`config.mk`:
```
export PLATFORM = sky130hd
export DESIGN_NAME = fmpc_host_ctrl
export DESIGN_NICKNAME = d
export VERILOG_FILES = /design/src/fmpc_pkg.sv /design/src/fmpc_host_ctrl.sv /design/src/fmpc_pin_sync.sv
export SDC_FILE = /design/constraint.sdc
export NUM_CORES = 1
export LEC_CHECK = 0
export ABC_CLOCK_PERIOD_IN_PS = 5200
export BUFFER_PORTS_ARGS = -buffer_cell sky130_fd_sc_hd__buf_2
export CAP_MARGIN = 10
export CORE_AREA = 2 2 81 160
export CTS_CLUSTER_DIAMETER = 150
export DETAILED_ROUTE_END_ITERATION = 6
export DIE_AREA = 0 0 83 162
export PLACE_DENSITY = 0.88
export SETUP_SLACK_MARGIN = 0.1
export SLEW_MARGIN = 0
export SYNTH_ARGS = -nofsm -noshare
export SYNTH_HDL_FRONTEND = slang
export SYNTH_SLANG_ARGS = --single-unit
```
`constraint.sdc`:
```
create_clock -name core_clk -period 5.2 [get_ports core_clk]
set_input_delay 0.52 -clock core_clk [delete_from_list [all_inputs] [get_ports core_clk]]
set_output_delay 0.52 -clock core_clk [all_outputs]
set_load 0.05 [all_outputs]
```
`src/fmpc_pkg.sv`:
```
package fmpc_pkg;

  localparam int unsigned CLK_NS        = 5;
  // figure below which a strobe pulse may be taken for noise by the flash
  localparam int unsigned GLITCH_NS     = 5;
  localparam int unsigned GLITCH_CYC    = (GLITCH_NS + CLK_NS - 1) / CLK_NS;
  localparam int unsigned SETUP_NS      = 10;
  localparam int unsigned SETUP_CYC     = (SETUP_NS + CLK_NS - 1) / CLK_NS;
  // write pulse held well clear of the noise figure
  localparam int unsigned WE_LOW_NS     = 30;
  localparam int unsigned WE_LOW_CYC    = (WE_LOW_NS + CLK_NS - 1) / CLK_NS;
  localparam int unsigned HOLD_NS       = 10;
  localparam int unsigned HOLD_CYC      = (HOLD_NS + CLK_NS - 1) / CLK_NS;
  localparam int unsigned ACC_NS        = 100;
  localparam int unsigned ACC_CYC       = (ACC_NS + CLK_NS - 1) / CLK_NS;
  localparam int unsigned SYNC_CYC      = 4;
  localparam int unsigned RST_LOW_NS    = 500;
  localparam int unsigned RST_LOW_CYC   = (RST_LOW_NS + CLK_NS - 1) / CLK_NS;
  localparam int unsigned CNT_W         = 8;

  localparam int unsigned AW            = 17;
  localparam int unsigned DW            = 16;
  localparam int unsigned SEC_W         = 5;
  localparam int unsigned SEC_LSB       = 12;
  localparam int unsigned TIMEOUT_BIT   = 5;
  localparam int unsigned BYTE_LSB_PIN  = 15;
  localparam int unsigned LOW_BYTE_W    = 8;

  // identifier selects on A1:A0 with A6 held low
  localparam logic [1:0]  SEL_MFR       = 2'h0;
  localparam logic [1:0]  SEL_DEV       = 2'h1;
  localparam logic [1:0]  SEL_PROT      = 2'h2;
  localparam logic [7:0]  RST_CMD_DFLT  = 8'hf0;

  typedef enum logic [2:0] {
    OP_READ,
    OP_WRITE,
    OP_ID_HV,
    OP_PROT_HV,
    OP_RESET_CMD,
    OP_HW_RESET
  } fmpc_op_e;

  typedef struct packed {
    fmpc_op_e          op;
    logic [AW:0]       addr;
    logic [DW-1:0]     wdata;
    logic              ident_sel;
    logic              enters_ident;
  } fmpc_req_s;

  typedef struct packed {
    logic              ce_n;
    logic              oe_n;
    logic              we_n;
    logic              rst_n;
    logic              byte_n;
    logic              a9_elevated;
    logic              rst_elevated;
    logic [AW-1:0]     addr;
  } fmpc_pins_s;

endpackage
```
`src/fmpc_host_ctrl.sv`:
```
`timescale 1ns/1ps
// How it works
// - elevated A9, A6 low, A1:A0 choose maker, device or protection code
// - host puts sector on upper address bits; reads one if protected
// - write only while chip and write enable low and output enable high
// - after timeout flag or identifier mode, reset command before array reads
module fmpc_host_ctrl
  import fmpc_pkg::*;
#(
  parameter logic [7:0]  RST_CMD = RST_CMD_DFLT,   // reset command data byte
  parameter int unsigned RST_CYC = RST_LOW_CYC     // reset pin low time in cycles
) (
  input  wire logic          core_clk,      // 200 MHz clock
  input  wire logic          rst,           // sync reset, active high
  input  wire logic          req_valid,     // request strobe
  input  wire fmpc_req_s     req,           // request fields
  input  wire logic          byte_mode,     // 1: 8-bit bus, 0: 16-bit bus
  input  wire logic          tmp_unprot,    // hold flash in temporary unprotect
  output logic               req_ready,     // idle, request may be given
  output logic               resp_valid,    // one-cycle completion pulse
  output logic [DW-1:0]      resp_data,     // read data
  output logic               must_reset,    // array reads need reset command first
  output fmpc_pins_s         pins,          // flash strobes and address
  output logic [DW-1:0]      dq_o,          // data pin drive values
  output logic [DW-1:0]      dq_oe,         // data pin drive enables
  input  wire logic [DW-1:0] dq_i           // data pin levels
);

  typedef enum logic [2:0] {
    ST_IDLE,
    ST_WSETUP,
    ST_WPULSE,
    ST_WHOLD,
    ST_RWAIT,
    ST_HWRST,
    ST_DONE
  } fmpc_state_e;

  fmpc_state_e      state_ff;
  logic [CNT_W-1:0] cnt_ff;
  fmpc_req_s        cur_ff;
  logic             pend_read_ff;
  fmpc_pins_s       pins_ff;
  logic [DW-1:0]    dq_o_ff;
  logic [DW-1:0]    dq_oe_ff;
  logic             ready_ff;
  logic             resp_valid_ff;
  logic [DW-1:0]    resp_data_ff;
  logic             must_reset_ff;
  logic [DW-1:0]    dq_sync;

  fmpc_pin_sync #(.WIDTH(DW)) u_dq_sync (
    .core_clk (core_clk),
    .rst      (rst),
    .pin_i    (dq_i),
    .level_o  (dq_sync)
  );

  // byte mode: bit 0 of the byte address goes out on pin fifteen as A-1
  function automatic logic [AW-1:0] pin_addr(input logic [AW:0] a, input logic bm);
    pin_addr = bm ? a[AW:1] : a[AW-1:0];
  endfunction

  // elevated-voltage identifier address: A9 level carried separately, A6 low
  function automatic logic [AW-1:0] hv_addr(input logic [SEC_W-1:0] sec, input logic [1:0] sel);
    logic [AW-1:0] a;
    a = '0;
    a[SEC_LSB +: SEC_W] = sec;
    a[1:0] = sel;
    hv_addr = a;
  endfunction

  function automatic logic is_hv(input fmpc_op_e op);
    is_hv = (op == OP_ID_HV) || (op == OP_PROT_HV);
  endfunction

  // sequencing and timing
  always_ff @(posedge core_clk) begin
    if (rst) begin
      state_ff     <= ST_IDLE;
      cnt_ff       <= '0;
      cur_ff       <= '0;
      pend_read_ff <= 1'b0;
    end else begin
      unique case (state_ff)
        ST_IDLE: begin
          if (req_valid) begin
            cur_ff <= req;
            pend_read_ff <= 1'b0;
            cnt_ff <= CNT_W'(SETUP_CYC);
            unique case (req.op)
              OP_READ: begin
                if (must_reset_ff) begin
                  // reset command slipped in ahead of the array read
                  cur_ff.op <= OP_RESET_CMD;
                  pend_read_ff <= 1'b1;
                  state_ff <= ST_WSETUP;
                end else begin
                  cnt_ff <= CNT_W'(ACC_CYC + SYNC_CYC);
                  state_ff <= ST_RWAIT;
                end
              end
              OP_ID_HV, OP_PROT_HV: begin
                cnt_ff <= CNT_W'(ACC_CYC + SYNC_CYC);
                state_ff <= ST_RWAIT;
              end
              OP_WRITE, OP_RESET_CMD: state_ff <= ST_WSETUP;
              OP_HW_RESET: begin
                cnt_ff <= CNT_W'(RST_CYC);
                state_ff <= ST_HWRST;
              end
              default: state_ff <= ST_DONE;
            endcase
          end
        end
        ST_WSETUP: begin
          if (cnt_ff <= CNT_W'(1)) begin
            cnt_ff <= CNT_W'(WE_LOW_CYC);
            state_ff <= ST_WPULSE;
          end else begin
            cnt_ff <= cnt_ff - CNT_W'(1);
          end
        end
        ST_WPULSE: begin
          if (cnt_ff <= CNT_W'(1)) begin
            cnt_ff <= CNT_W'(HOLD_CYC);
            state_ff <= ST_WHOLD;
          end else begin
            cnt_ff <= cnt_ff - CNT_W'(1);
          end
        end
        ST_WHOLD: begin
          if (cnt_ff <= CNT_W'(1)) begin
            if (pend_read_ff) begin
              pend_read_ff <= 1'b0;
              cur_ff.op <= OP_READ;
              cnt_ff <= CNT_W'(ACC_CYC + SYNC_CYC);
              state_ff <= ST_RWAIT;
            end else begin
              state_ff <= ST_DONE;
            end
          end else begin
            cnt_ff <= cnt_ff - CNT_W'(1);
          end
        end
        ST_RWAIT, ST_HWRST: begin
          if (cnt_ff <= CNT_W'(1)) begin
            state_ff <= ST_DONE;
          end else begin
            cnt_ff <= cnt_ff - CNT_W'(1);
          end
        end
        ST_DONE: state_ff <= ST_IDLE;
        default: state_ff <= ST_IDLE;
      endcase
    end
  end

  // flash strobes, address and elevated-voltage controls
  always_ff @(posedge core_clk) begin
    if (rst) begin
      pins_ff <= '{ce_n: 1'b1, oe_n: 1'b1, we_n: 1'b1, rst_n: 1'b1, byte_n: 1'b1,
                   a9_elevated: 1'b0, rst_elevated: 1'b0, addr: '0};
    end else begin
      pins_ff.byte_n <= ~byte_mode;
      pins_ff.rst_elevated <= tmp_unprot;
      pins_ff.rst_n <= (state_ff != ST_HWRST);
      pins_ff.ce_n <= 1'b1;
      pins_ff.oe_n <= 1'b1;
      pins_ff.we_n <= 1'b1;
      pins_ff.a9_elevated <= 1'b0;
      unique case (state_ff)
        ST_WSETUP: begin
          // output enable stays high for the whole write window
          pins_ff.ce_n <= 1'b0;
          pins_ff.addr <= pin_addr(cur_ff.addr, byte_mode);
        end
        ST_WPULSE: begin
          // write enable falls last, so it latches the address
          pins_ff.ce_n <= 1'b0;
          pins_ff.we_n <= 1'b0;
        end
        ST_WHOLD: begin
          // write enable rises first, so it latches the data
          pins_ff.ce_n <= 1'b0;
        end
        ST_RWAIT: begin
          pins_ff.ce_n <= 1'b0;
          pins_ff.oe_n <= 1'b0;
          if (is_hv(cur_ff.op)) begin
            pins_ff.a9_elevated <= 1'b1;
            pins_ff.addr <= hv_addr(cur_ff.addr[SEC_LSB +: SEC_W],
                                    (cur_ff.op == OP_PROT_HV) ? SEL_PROT :
                                    (cur_ff.ident_sel ? SEL_DEV : SEL_MFR));
          end else begin
            pins_ff.addr <= pin_addr(cur_ff.addr, byte_mode);
          end
        end
        default: begin
        end
      endcase
    end
  end

  // data pin drive: write data only inside a write; in byte mode pin fifteen also drives A-1 through every read and write
  always_ff @(posedge core_clk) begin
    if (rst) begin
      dq_o_ff  <= '0;
      dq_oe_ff <= '0;
    end else begin
      dq_o_ff  <= '0;
      dq_oe_ff <= '0;
      if (state_ff == ST_WSETUP || state_ff == ST_WPULSE || state_ff == ST_WHOLD) begin
        dq_o_ff  <= (cur_ff.op == OP_RESET_CMD) ? DW'(RST_CMD) : cur_ff.wdata;
        dq_oe_ff <= byte_mode ? DW'({LOW_BYTE_W{1'b1}}) : '1;
      end
      if (byte_mode && state_ff != ST_IDLE && state_ff != ST_DONE && state_ff != ST_HWRST) begin
        dq_o_ff[BYTE_LSB_PIN]  <= cur_ff.addr[0];
        dq_oe_ff[BYTE_LSB_PIN] <= 1'b1;
      end
    end
  end

  // completion and read capture
  always_ff @(posedge core_clk) begin
    if (rst) begin
      resp_valid_ff <= 1'b0;
      resp_data_ff  <= '0;
    end else begin
      resp_valid_ff <= (state_ff == ST_DONE);
      if (state_ff == ST_RWAIT && cnt_ff <= CNT_W'(1)) begin
        if (byte_mode || is_hv(cur_ff.op)) begin
          resp_data_ff <= {{(DW - LOW_BYTE_W){1'b0}}, dq_sync[LOW_BYTE_W-1:0]};
        end else begin
          resp_data_ff <= dq_sync;
        end
      end
    end
  end

  // tracks when the flash will not give array data until reset command
  always_ff @(posedge core_clk) begin
    if (rst) begin
      must_reset_ff <= 1'b0;
    end else if (state_ff == ST_RWAIT && cnt_ff <= CNT_W'(1) && cur_ff.op == OP_READ
                 && dq_sync[TIMEOUT_BIT]) begin
      must_reset_ff <= 1'b1;
    end else if (state_ff == ST_WHOLD && cnt_ff <= CNT_W'(1) && cur_ff.op == OP_WRITE
                 && cur_ff.enters_ident) begin
      must_reset_ff <= 1'b1;
    end else if ((state_ff == ST_WHOLD && cnt_ff <= CNT_W'(1) && cur_ff.op == OP_RESET_CMD)
                 || state_ff == ST_HWRST) begin
      must_reset_ff <= 1'b0;
    end
  end

  always_ff @(posedge core_clk) begin
    if (rst) begin
      ready_ff <= 1'b0;
    end else begin
      ready_ff <= (state_ff == ST_DONE) || (state_ff == ST_IDLE && !req_valid);
    end
  end

  assign req_ready  = ready_ff;
  assign resp_valid = resp_valid_ff;
  assign resp_data  = resp_data_ff;
  assign must_reset = must_reset_ff;
  assign pins       = pins_ff;
  assign dq_o       = dq_o_ff;
  assign dq_oe      = dq_oe_ff;

endmodule

```
`src/fmpc_pin_sync.sv`:
```
`timescale 1ns/1ps
module fmpc_pin_sync #(
  parameter int unsigned WIDTH = 16
) (
  input  wire logic             core_clk, // system clock
  input  wire logic             rst,      // sync reset, active high
  input  wire logic [WIDTH-1:0] pin_i,    // asynchronous pin levels
  output logic      [WIDTH-1:0] level_o   // filtered level
);

  logic [WIDTH-1:0] s1_ff;
  logic [WIDTH-1:0] s2_ff;
  logic [WIDTH-1:0] s3_ff;
  logic [WIDTH-1:0] level_ff;

  always_ff @(posedge core_clk) begin
    if (rst) begin
      s1_ff <= '0;
      s2_ff <= '0;
      s3_ff <= '0;
    end else begin
      s1_ff <= pin_i;
      s2_ff <= s1_ff;
      s3_ff <= s2_ff;
    end
  end

  // a bit moves only once two settled stages agree
  genvar g;
  generate
    for (g = 0; g < WIDTH; g++) begin : g_bit
      always_ff @(posedge core_clk) begin
        if (rst) begin
          level_ff[g] <= 1'b0;
        end else if (s2_ff[g] == s3_ff[g]) begin
          level_ff[g] <= s3_ff[g];
        end
      end
    end
  endgenerate

  assign level_o = level_ff;

endmodule

```
==> results of run 1 <==
[power by group through the flow]
stage	registers [mW]	logic, mW	clock network [mW]
floorplan	1.84	0.942	0
global placement	1.70	1.34	0
detailed placement	1.71	1.35	0
CTS	1.68	1.36	1.26
global route	1.70	1.48	1.32
finish	1.68	1.37	1.24
[final cells by class]
type	count	area [µm²]
Clock buffer	17	425
Clock inverter	15	159
Fill cell	1006	4440
Inverter	8	30.0
Multi-Input combinational cell	494	2720
Sequential cell	177	3540
Tap cell	147	184
Timing Repair Buffer	137	696
[routing by layer]
layer,vias up,routed length (µm),share of wire (%)
li1,2680,-,-
met1,2476,5500,36
met2,180,8310,55
met3,45,633,4.2
met4,0,762,5.0
met5,-,0,0
[flip-flops by register name (all words and copies together), names as in the netlist, 3 cells and up]
register,cells
pins,24
u_dq_sync.level_o,16
dq_oe,3
cur_ff,39
cnt_ff,8
dq_o,16
resp_data,16
u_dq_sync.s3_ff,16
u_dq_sync.s1_ff,16
u_dq_sync.s2_ff,16
state_ff,3
[kinds of logic after synthesis]
group / Yosys count / share of synthesized area [%]
AND/OR/NAND/NOR: 318 / 23.7
buffers and inverters: 65 / 4.85
XOR/XNOR: 2 / 0.267
AO/OA/AOI/OAI: 158 / 14.5
adder cells (fa/ha/maj): 2 / 0.381
multiplexers: 14 / 2.32
flip-flops: 177 / 53.9
[how the worst max path moves through the flow]
stage                            from        end  slack (ns)  depth (start not counted)
after CTS                 state_ff[0]   dq_o[15]        2.58                          5
final                     state_ff[0]   dq_o[15]        2.60                          5
after floorplan             cnt_ff[0]  cnt_ff[3]        3.23                          8
after global placement    state_ff[0]   dq_o[15]        2.62                          5
after global routing      state_ff[0]   dq_o[15]        2.38                          5
after detailed placement  state_ff[0]   dq_o[15]        2.60                          5
[synthesized netlist by cell type (3+ instances only)]
| master | n | area share (%) |
|---|---|---|
| o21ai_0 | 28 | 2.1 |
| nor4_1 | 4 | 0.38 |
| nor2b_1 | 52 | 4.9 |
| nand4_1 | 4 | 0.38 |
| nor3_4 | 5 | 1.2 |
| nor2_1 | 58 | 3.3 |
| buf_2 | 6 | 0.46 |
| o22ai_1 | 3 | 0.29 |
| buf_1 | 4 | 0.23 |
| or3_1 | 4 | 0.38 |
| mux2i_1 | 4 | 0.61 |
| buf_4 | 18 | 2.1 |
| a311oi_1 | 7 | 0.93 |
| nand3_1 | 15 | 1.1 |
| mux2_2 | 10 | 1.7 |
| a31oi_1 | 6 | 0.57 |
| a211o_1 | 3 | 0.40 |
| inv_1 | 8 | 0.46 |
| nand2_1 | 141 | 8.1 |
| clkbuf_1 | 29 | 1.7 |
| dfxtp_1 | 177 | 54 |
| and2_1 | 15 | 1.4 |
| a21oi_1 | 75 | 5.7 |
| nor3_1 | 7 | 0.53 |
| a22oi_1 | 18 | 2.1 |
[stage by stage]
| step | instance area [µm²] | setup slack (ns) | util [%] | cells |
|---|---|---|---|---|
| 2_1_floorplan | 6570 | 3.23 | - | 736 |
| 6_report | 7760 | 2.60 | 63.6 | 995 |
| 3_5_place_dp | 7170 | 2.60 | 58.8 | 963 |
| 3_3_place_gp | 7170 | 2.62 | 58.8 | 963 |
| 5_1_grt | 7760 | 2.38 | 63.6 | 995 |
| 4_1_cts | 7760 | 2.58 | 63.6 | 995 |
==> results.sh, run 1 <==
export IMPL_min_period_over_period_pct=50.0
export IMPL_antenna_found_initial=0
export IMPL_grt_pass1_wl_um=24300
export IMPL_worstMarginPinSlew_ns=0.874
export IMPL_relSlewSlack_pct=41.5
export IMPL_synth_cell_type_count=53
export IMPL_ir_drop_uv=387
export IMPL_place_congestion=0.950
export IMPL_worstPathRequired_ns=5.56
export IMPL_hold_class="in2reg"
export IMPL_die_area_mm2=0.0134
export IMPL_syn_area_mm2=0.00657
export IMPL_leakage_nw=3.22
export IMPL_vias_per_cell=5.41
export IMPL_netSwitchingFraction_pct=40.1
export IMPL_fmax_mhz=384
export IMPL_r2r_setup_slack_ns=2.60
export IMPL_crit_path_end_kind="flip-flop"
export IMPL_hold_buffers=0
export IMPL_crit_path_cell_trace="nor2_1 > or3_1 > nor2_1 > a2bb2oi_1 > nor2_1"
export IMPL_grt_max_degree=84
export IMPL_fin_setup_tns_ns=0
export IMPL_insertion_delay_ns=0.43
export IMPL_dp_hpwl_um=10500
export IMPL_core_area_mm2=0.0122
export IMPL_grt_pass1_vias=5264
export IMPL_r2r_end="dq_o[15]"
export IMPL_pin_count=135
export IMPL_root_buffer="clkbuf_16"
export IMPL_num_rows=57
export IMPL_cts_resized=0
export IMPL_drtAntennaViolNets=0
export IMPL_clkSinkCount=177
export IMPL_area_growth_pct=18.0
export IMPL_whs_ns=0.295
export IMPL_cts_setup_buffers=0
export IMPL_die_width_um=83
export IMPL_diodes=0
export IMPL_drive_above_1_share_pct=23.0
export IMPL_p_switching_mw=1.72
export IMPL_layout_nets=897
export IMPL_final_common_cell="dfxtp_1"
export IMPL_pwr_share_clk_pct=28.9
export IMPL_clk_pin_slew_ns=0.07
export IMPL_p_per_area_mw_per_mm2=553
export IMPL_clockBufferDepth=2
export IMPL_ys_flop_type="dfxtp_1"
export IMPL_grt_setup_unrepaired="no"
export IMPL_cp_common_cell="nor2_1"
export IMPL_critPathTopFamily="simple AND/OR/NAND/NOR gates"
export IMPL_wl_per_cell_um=15.3
export IMPL_start_kind="flip-flop"
export IMPL_first_pass_iters=5
export IMPL_status="finished clean"
export IMPL_top_usage_layer="met2"
export IMPL_synth_avg_cell_area_um2=8.93
export IMPL_syn_inst=736
export IMPL_clock_skew_ns=0.00938
export IMPL_hold_path_end="u_dq_sync.s1_ff[2]"
export IMPL_final_cell_mix="177 x dfxtp_1, 141 x nand2_1, 133 x buf_2, 75 x a21oi_1, 58 x nor2_1"
export IMPL_timing_critical_path_buf_inv=0
export IMPL_critPathKind="reg2reg"
export IMPL_critPathMaxStageDelay_ns=0.87
export IMPL_cp_slowest_cell="dfxtp_1"
export IMPL_synth_seq_area_share_pct=53.9
export IMPL_finalPower_mw=4.29
export IMPL_cts_made_buffers=17
export IMPL_cts_tree="yes"
export IMPL_setup_viol=0
export IMPL_hold_viol=0
export IMPL_cp_max_fo=21
export IMPL_port_buffers=134
export IMPL_initial_core_util_pct=53.9
export IMPL_power_frac_comb_pct=31.9
export IMPL_whs_path_depth=2
export IMPL_drt_iter0_drc=358
export IMPL_vias=5381
export IMPL_drc=0
export IMPL_htreeDepth=4
export IMPL_routed_wl_um=15200
export IMPL_rr_startpoint="state_ff[0]"
export IMPL_overflow=0
export IMPL_met3_usage_pct=5.39
export IMPL_cap_violations=0
export IMPL_holdCritStartpoint="dq_i[2]"
export IMPL_internal_power_mw=2.57
export IMPL_fin_crit_ns=2.60
export IMPL_seqPwrFrac_pct=39.2
export IMPL_fp_dieH_um=162
export IMPL_grt_use_met1_pct=22.0
export IMPL_yosys_warnings=0
export IMPL_grt_use_met2_pct=42.2
export IMPL_cp_arrival_ns=2.96
export IMPL_ys_ff_latch=177
export IMPL_reg2reg_depth=5
export IMPL_synthesis_nets=798
export IMPL_grtUsageTotal_pct=22.5
export IMPL_slew_viol_final=0
export IMPL_async_flop_share_pct=0
export IMPL_synth_edf_count=0
No activity file was read; power rests on OpenSTA's default activity.
==> run 2: changes to the inputs <==
Settings changed: ABC_AREA from default to 1, ABC_CLOCK_PERIOD_IN_PS 5200 to 2700, CORE_AREA 2 2 81 160 to 2 2 82 162, DIE_AREA 0 0 83 162 to 0 0 84 164, PLACE_DENSITY 0.88 to 0.87.
Clock period 5.2 ns to 2.7 ns, I/O delays scaled along.
==> results.sh, run 2 <==
export IMPL_setup_viol=0
export IMPL_design_area_mm2=0.00784
export IMPL_nFillCells=1075
export IMPL_worstMarginPinSlew_ns=0.936
export IMPL_clk_pin_slew_ns=0.07
export IMPL_crit_path_end_kind="flip-flop"
export IMPL_final_common_cell="dfxtp_1"
export IMPL_root_buffer="clkbuf_16"
export IMPL_fin_crit_ns=2.00
export IMPL_yosys_top_cells_count="177 x dfxtp_1, 143 x nand2_1, 143 x nor2_1"
export IMPL_worst_slack_ns=0.695
export IMPL_cp_arrival_ns=2.34
export IMPL_timing_critical_path_buf_inv=2
export IMPL_cp_common_cell="nand2_1"
export IMPL_synth_most_common_cell="dfxtp_1"
export IMPL_cp_max_fo=18
export IMPL_die_width_um=84
export IMPL_grt_setup_unrepaired="no"
export IMPL_yosys_warnings=0
export IMPL_ys_flop_type="dfxtp_1"
export IMPL_status="finished clean"
export IMPL_worstPathRequired_ns=3.04
export IMPL_insertion_delay_ns=0.42
export IMPL_cts_tree="yes"
export IMPL_ys_ff_latch=177
export IMPL_whs_path_depth=3
export IMPL_port_buffers=134
export IMPL_hold_viol=0
export IMPL_place_ws_ns=0.758
export IMPL_relSlewSlack_pct=37.5
export IMPL_synth_edf_count=0
export IMPL_cts_setup_buffers=0
export IMPL_rr_startpoint="cnt_ff[0]"
export IMPL_async_flop_share_pct=0
export IMPL_critPathMaxStageDelay_ns=0.33
export IMPL_grt_pass1_wl_um=24700
export IMPL_first_pass_iters=4
export IMPL_pin_count=135
export IMPL_crit_path_cell_trace="inv_1 > ha_1 > inv_2 > nand2_1 > nand2_1 > nor2_8 > nand2_4 > nor3_4 > nand2_1 > a21oi_1"
export IMPL_place_area_mm2=0.00727
export IMPL_vias=5732
export IMPL_r2r_end="resp_data[9]"
export IMPL_drc=0
export IMPL_synth_avg_cell_area_um2=7.57
export IMPL_grt_pass1_vias=5470
export IMPL_cap_violations=0
export IMPL_htreeDepth=4
export IMPL_start_kind="flip-flop"
export IMPL_die_area_mm2=0.0138
export IMPL_wl_per_cell_um=13.2
export IMPL_cts_made_buffers=17
export IMPL_hold_class="in2reg"
export IMPL_initial_core_util_pct=52.9
export IMPL_reg2reg_depth=10
export IMPL_largest_reg_flops=39
export IMPL_overflow=0
export IMPL_synthSimpleGateAreaFrac_pct=20.0
export IMPL_layout_nets=1049
export IMPL_drive_above_1_share_pct=18.9
export IMPL_place_congestion=0.999
export IMPL_fin_setup_tns_ns=0
export IMPL_cp_slowest_cell="dfxtp_1"
export IMPL_routed_wl_um=15200
export IMPL_fmax_mhz=499
export IMPL_leakage_nw=3.78
export IMPL_synth_xor_area_share_pct=0.660
export IMPL_holdCritStartpoint="tmp_unprot"
export IMPL_drtAntennaViolNets=0
export IMPL_grt_max_degree=77
export IMPL_slew_viol_final=0
export IMPL_regMostFlops="cur_ff"
export IMPL_clock_skew_ns=0.0115
export IMPL_cts_resized=0
export IMPL_p_per_area_mw_per_mm2=1180
export IMPL_synth_seq_area_share_pct=53.4
export IMPL_drt_iter0_drc=335
export IMPL_num_rows=58
export IMPL_synth_area_mux_share_pct=0
export IMPL_hold_buffers=0
export IMPL_synthesis_nets=939
export IMPL_fp_dieH_um=164
export IMPL_synth_compound_area_share_pct=14.0
export IMPL_dp_hpwl_um=10800
export IMPL_synth_top_area_cell="dfxtp_1"
export IMPL_clkSinkCount=177
export IMPL_min_period_over_period_pct=74.3
export IMPL_critPathTopFamily="simple AND/OR/NAND/NOR gates"
export IMPL_antenna_found_initial=0
export IMPL_syn_inst=877
export IMPL_hold_path_end="pins[17]"
export IMPL_grtUsageTotal_pct=22.7
export IMPL_area_growth_pct=18.1
export IMPL_final_cell_mix="177 x dfxtp_1, 143 x nor2_1, 142 x nand2_1, 134 x buf_2, 129 x inv_1"
export IMPL_whs_ns=0.0436
export IMPL_synth_cell_type_count=30
export IMPL_synth_top_family_by_area="simple AND/OR/NAND/NOR gates"
export IMPL_r2r_setup_slack_ns=0.70
export IMPL_vias_per_cell=4.98
export IMPL_core_area_mm2=0.0126
export IMPL_clockBufferDepth=2
export IMPL_ys_top_cells_by_area="dfxtp_1 53%, nand2_1 8.1%, nor2_1 8.1%"
export IMPL_critPathKind="reg2reg"
export IMPL_syn_area_mm2=0.00664
export IMPL_synth_top_area_share_pct=53.4
export IMPL_synth_fa_ha_area_share_pct=0.377
export IMPL_ir_drop_uv=863
[run 2: worst max path at each step]
stage,start,endpoint,slack (ns),depth (start not counted)
2_1_floorplan,cnt_ff[0],resp_data[7],1.16,10
3_3_place_gp,state_ff[2],pins[13],0.86,7
3_5_place_dp,cnt_ff[0],resp_data[11],0.76,10
4_1_cts,cnt_ff[0],resp_data[9],0.69,10
5_1_grt,state_ff[2],pins[14],0.47,7
6_report,cnt_ff[0],resp_data[9],0.70,10
[run 2: tightest hold or removal path: stages]
cell and delay (ns):
buf_2 0.07, inv_1 0.03, nor2_1 0.06
[run 2: power by group]
part	internal [mW]	switching (mW)	leakage, nW	total [mW]
registers	3.07	0.271	1.45	3.34
logic	0.974	2.66	2.05	3.63
clock network	1.24	1.07	0.280	2.31
[run 2: final cells by class]
| type | instances | area [µm²] | share of cell area, % |
|---|---|---|---|
| Sequential cell | 177 | 3540 | 45.2 |
| Multi-Input combinational cell | 515 | 2320 | 29.7 |
| Timing Repair Buffer | 138 | 701 | 8.94 |
| Inverter | 138 | 518 | 6.61 |
| Clock buffer | 19 | 443 | 5.65 |
| Tap cell | 150 | 188 | 2.39 |
| Clock inverter | 13 | 119 | 1.52 |
| Antenna cell | 1 | 2.50 | 0.0319 |
[run 2: layer usage]
metal	GRT usage, %	vias up	share of wire [%]
met3	4.72	43	4.3
met2	42.3	166	54
met4	13.0	0	4.8
met5	0	-	0
li1	-	2915	-
met1	23.0	2608	37
[run 2: cells by family after synthesis]
logic type | after synthesis
simple gates | 324
buf+inv | 185
compound gates | 184
flops | 177
xor+xnor | 5
fa+ha+maj | 2
[run 2: stage by stage]
stage	total power, mW	cells	utilization (%)
CTS	9.31	1150	62.4
global placement	6.91	1118	57.9
floorplan	6.26	877	-
finish	9.29	1151	62.4
global route	9.90	1150	62.4
detailed placement	7.00	1118	57.9
==> run 3: changes to the inputs <==
Settings changed: ABC_CLOCK_PERIOD_IN_PS 2700 to 2000.
Clock period 2.7 ns to 2 ns, I/O delays scaled along.
==> results.sh, run 3 (synthesized netlist as in run 2, its figures left out) <==
export IMPL_fp_dieH_um=164
export IMPL_layout_nets=1074
export IMPL_regMostFlops="cur_ff"
export IMPL_slew_viol_final=0
export IMPL_cp_max_fo=18
export IMPL_cts_made_buffers=17
export IMPL_worst_slack_ns=0.273
export IMPL_drt_iter0_drc=373
export IMPL_drc=0
export IMPL_fmax_mhz=579
export IMPL_nFillCells=1056
export IMPL_grtUsageTotal_pct=23.0
export IMPL_cap_violations=0
export IMPL_overflow=0
export IMPL_crit_path_end_kind="flip-flop"
export IMPL_place_congestion=0.959
export IMPL_place_ws_ns=0.156
export IMPL_port_buffers=134
export IMPL_finalPower_mw=12.8
export IMPL_worstMarginPinSlew_ns=0.413
export IMPL_num_rows=58
export IMPL_status="finished clean"
export IMPL_grt_pass1_wl_um=25000
export IMPL_drtAntennaViolNets=0
export IMPL_clock_skew_ns=0.0105
export IMPL_fin_crit_ns=1.73
export IMPL_vias=5813
export IMPL_grt_max_degree=77
export IMPL_grt_setup_unrepaired="no"
export IMPL_clockBufferDepth=2
export IMPL_final_common_cell="dfxtp_1"
export IMPL_cp_arrival_ns=2.08
export IMPL_drive_above_1_share_pct=19.6
export IMPL_start_kind="flip-flop"
export IMPL_htreeDepth=4
export IMPL_setup_worst_path_start="cnt_ff[0]"
export IMPL_hold_viol=0
export IMPL_holdCritStartpoint="req[32]"
export IMPL_p_per_area_mw_per_mm2=1580
export IMPL_routed_wl_um=15600
export IMPL_place_inst=1122
export IMPL_ir_drop_uv=1030
export IMPL_diodes=0
export IMPL_initial_core_util_pct=52.9
export IMPL_hold_class="in2reg"
export IMPL_fin_setup_tns_ns=0
export IMPL_min_period_over_period_pct=86.4
export IMPL_vias_per_cell=4.95
export IMPL_grt_pass1_vias=5668
export IMPL_area_growth_pct=22.0
export IMPL_relSlewSlack_pct=72.5
export IMPL_first_pass_iters=4
export IMPL_dp_hpwl_um=10700
export IMPL_clkSinkCount=177
export IMPL_final_cell_mix="177 x dfxtp_1, 143 x nor2_1, 142 x nand2_1, 134 x buf_2, 127 x inv_1"
export IMPL_clk_pin_slew_ns=0.07
export IMPL_die_width_um=84
export IMPL_whs_ns=0.0176
export IMPL_setup_viol=0
export IMPL_die_area_mm2=0.0138
export IMPL_root_buffer="clkbuf_16"
export IMPL_cts_tree="yes"
export IMPL_wl_per_cell_um=13.3
export IMPL_critPathKind="reg2reg"
export IMPL_insertion_delay_ns=0.43
export IMPL_antenna_found_initial=0
export IMPL_rr_startpoint="cnt_ff[0]"
export IMPL_largest_reg_flops=39
export IMPL_core_area_mm2=0.0126
export IMPL_pin_count=135
export IMPL_worstPathRequired_ns=2.35
export IMPL_leakage_nw=3.87
export IMPL_fin_cells=1174
## run 3: repair_timing
item / in CTS / in global routing
gates cloned: 0 / 0
hold buffers: 17 / 0
setup buffers: 1 / 3
gates resized for setup: 0 / 6
hold endpoints to repair: 17 / 0
endpoints found under the setup margin: 1 / 16
pin swaps: 1 / 2
## run 3: area by class of cell
class | count | area [µm²] | area share (%)
clock buffer | 18 | 439 | 5.42
clock inverter | 13 | 104 | 1.28
sequential | 177 | 3540 | 43.8
tap | 150 | 188 | 2.32
inverter | 138 | 518 | 6.40
multi-input combinational | 515 | 2350 | 29.0
timing repair buffer | 163 | 956 | 11.8
## run 3: worst paths after layout
check / slack, ns / cells after the start / to
min: 0.02 / 3 / cur_ff[32]
max reg2reg: 0.27 / 11 / resp_data[9]
max: 0.27 / 11 / resp_data[9]
min reg2reg: 0.40 / 2 / u_dq_sync.s2_ff[15]
## run 3: routing by layer
layer  global-route usage [%]  vias up  routed length [µm]
met2                     43.7      175                8390
met1                     22.0     2616                5710
met5                        0        -                   0
li1                         -     2971                   -
met3                     4.42       51                 678
met4                     14.7        0                 871
## run 3: through the flow
step	util (%)	instance area [µm²]
after CTS	64.0	8040
final	64.5	8100
after global placement	58.3	7320
after detailed placement	58.3	7320
after floorplan	-	6640
after global routing	64.5	8100
## run 3: power breakdown
| part | total (mW) | leakage, nW | internal, mW | switching [mW] |
|---|---|---|---|---|
| combinational | 5.22 | 2.16 | 1.55 | 3.67 |
| clock | 3.06 | 0.262 | 1.64 | 1.43 |
| sequential | 4.51 | 1.45 | 4.15 | 0.360 |
## run 3: critical path, cell delays in order, from the launching register on
cell	delay [ns]
dfxtp_1	0.33
inv_2	0.10
ha_4	0.17
inv_2	0.03
nand2_1	0.06
nand2_1	0.12
nor2_8	0.21
nand2_8	0.12
nor3_4	0.16
buf_4	0.17
nand2_1	0.05
a21oi_1	0.12
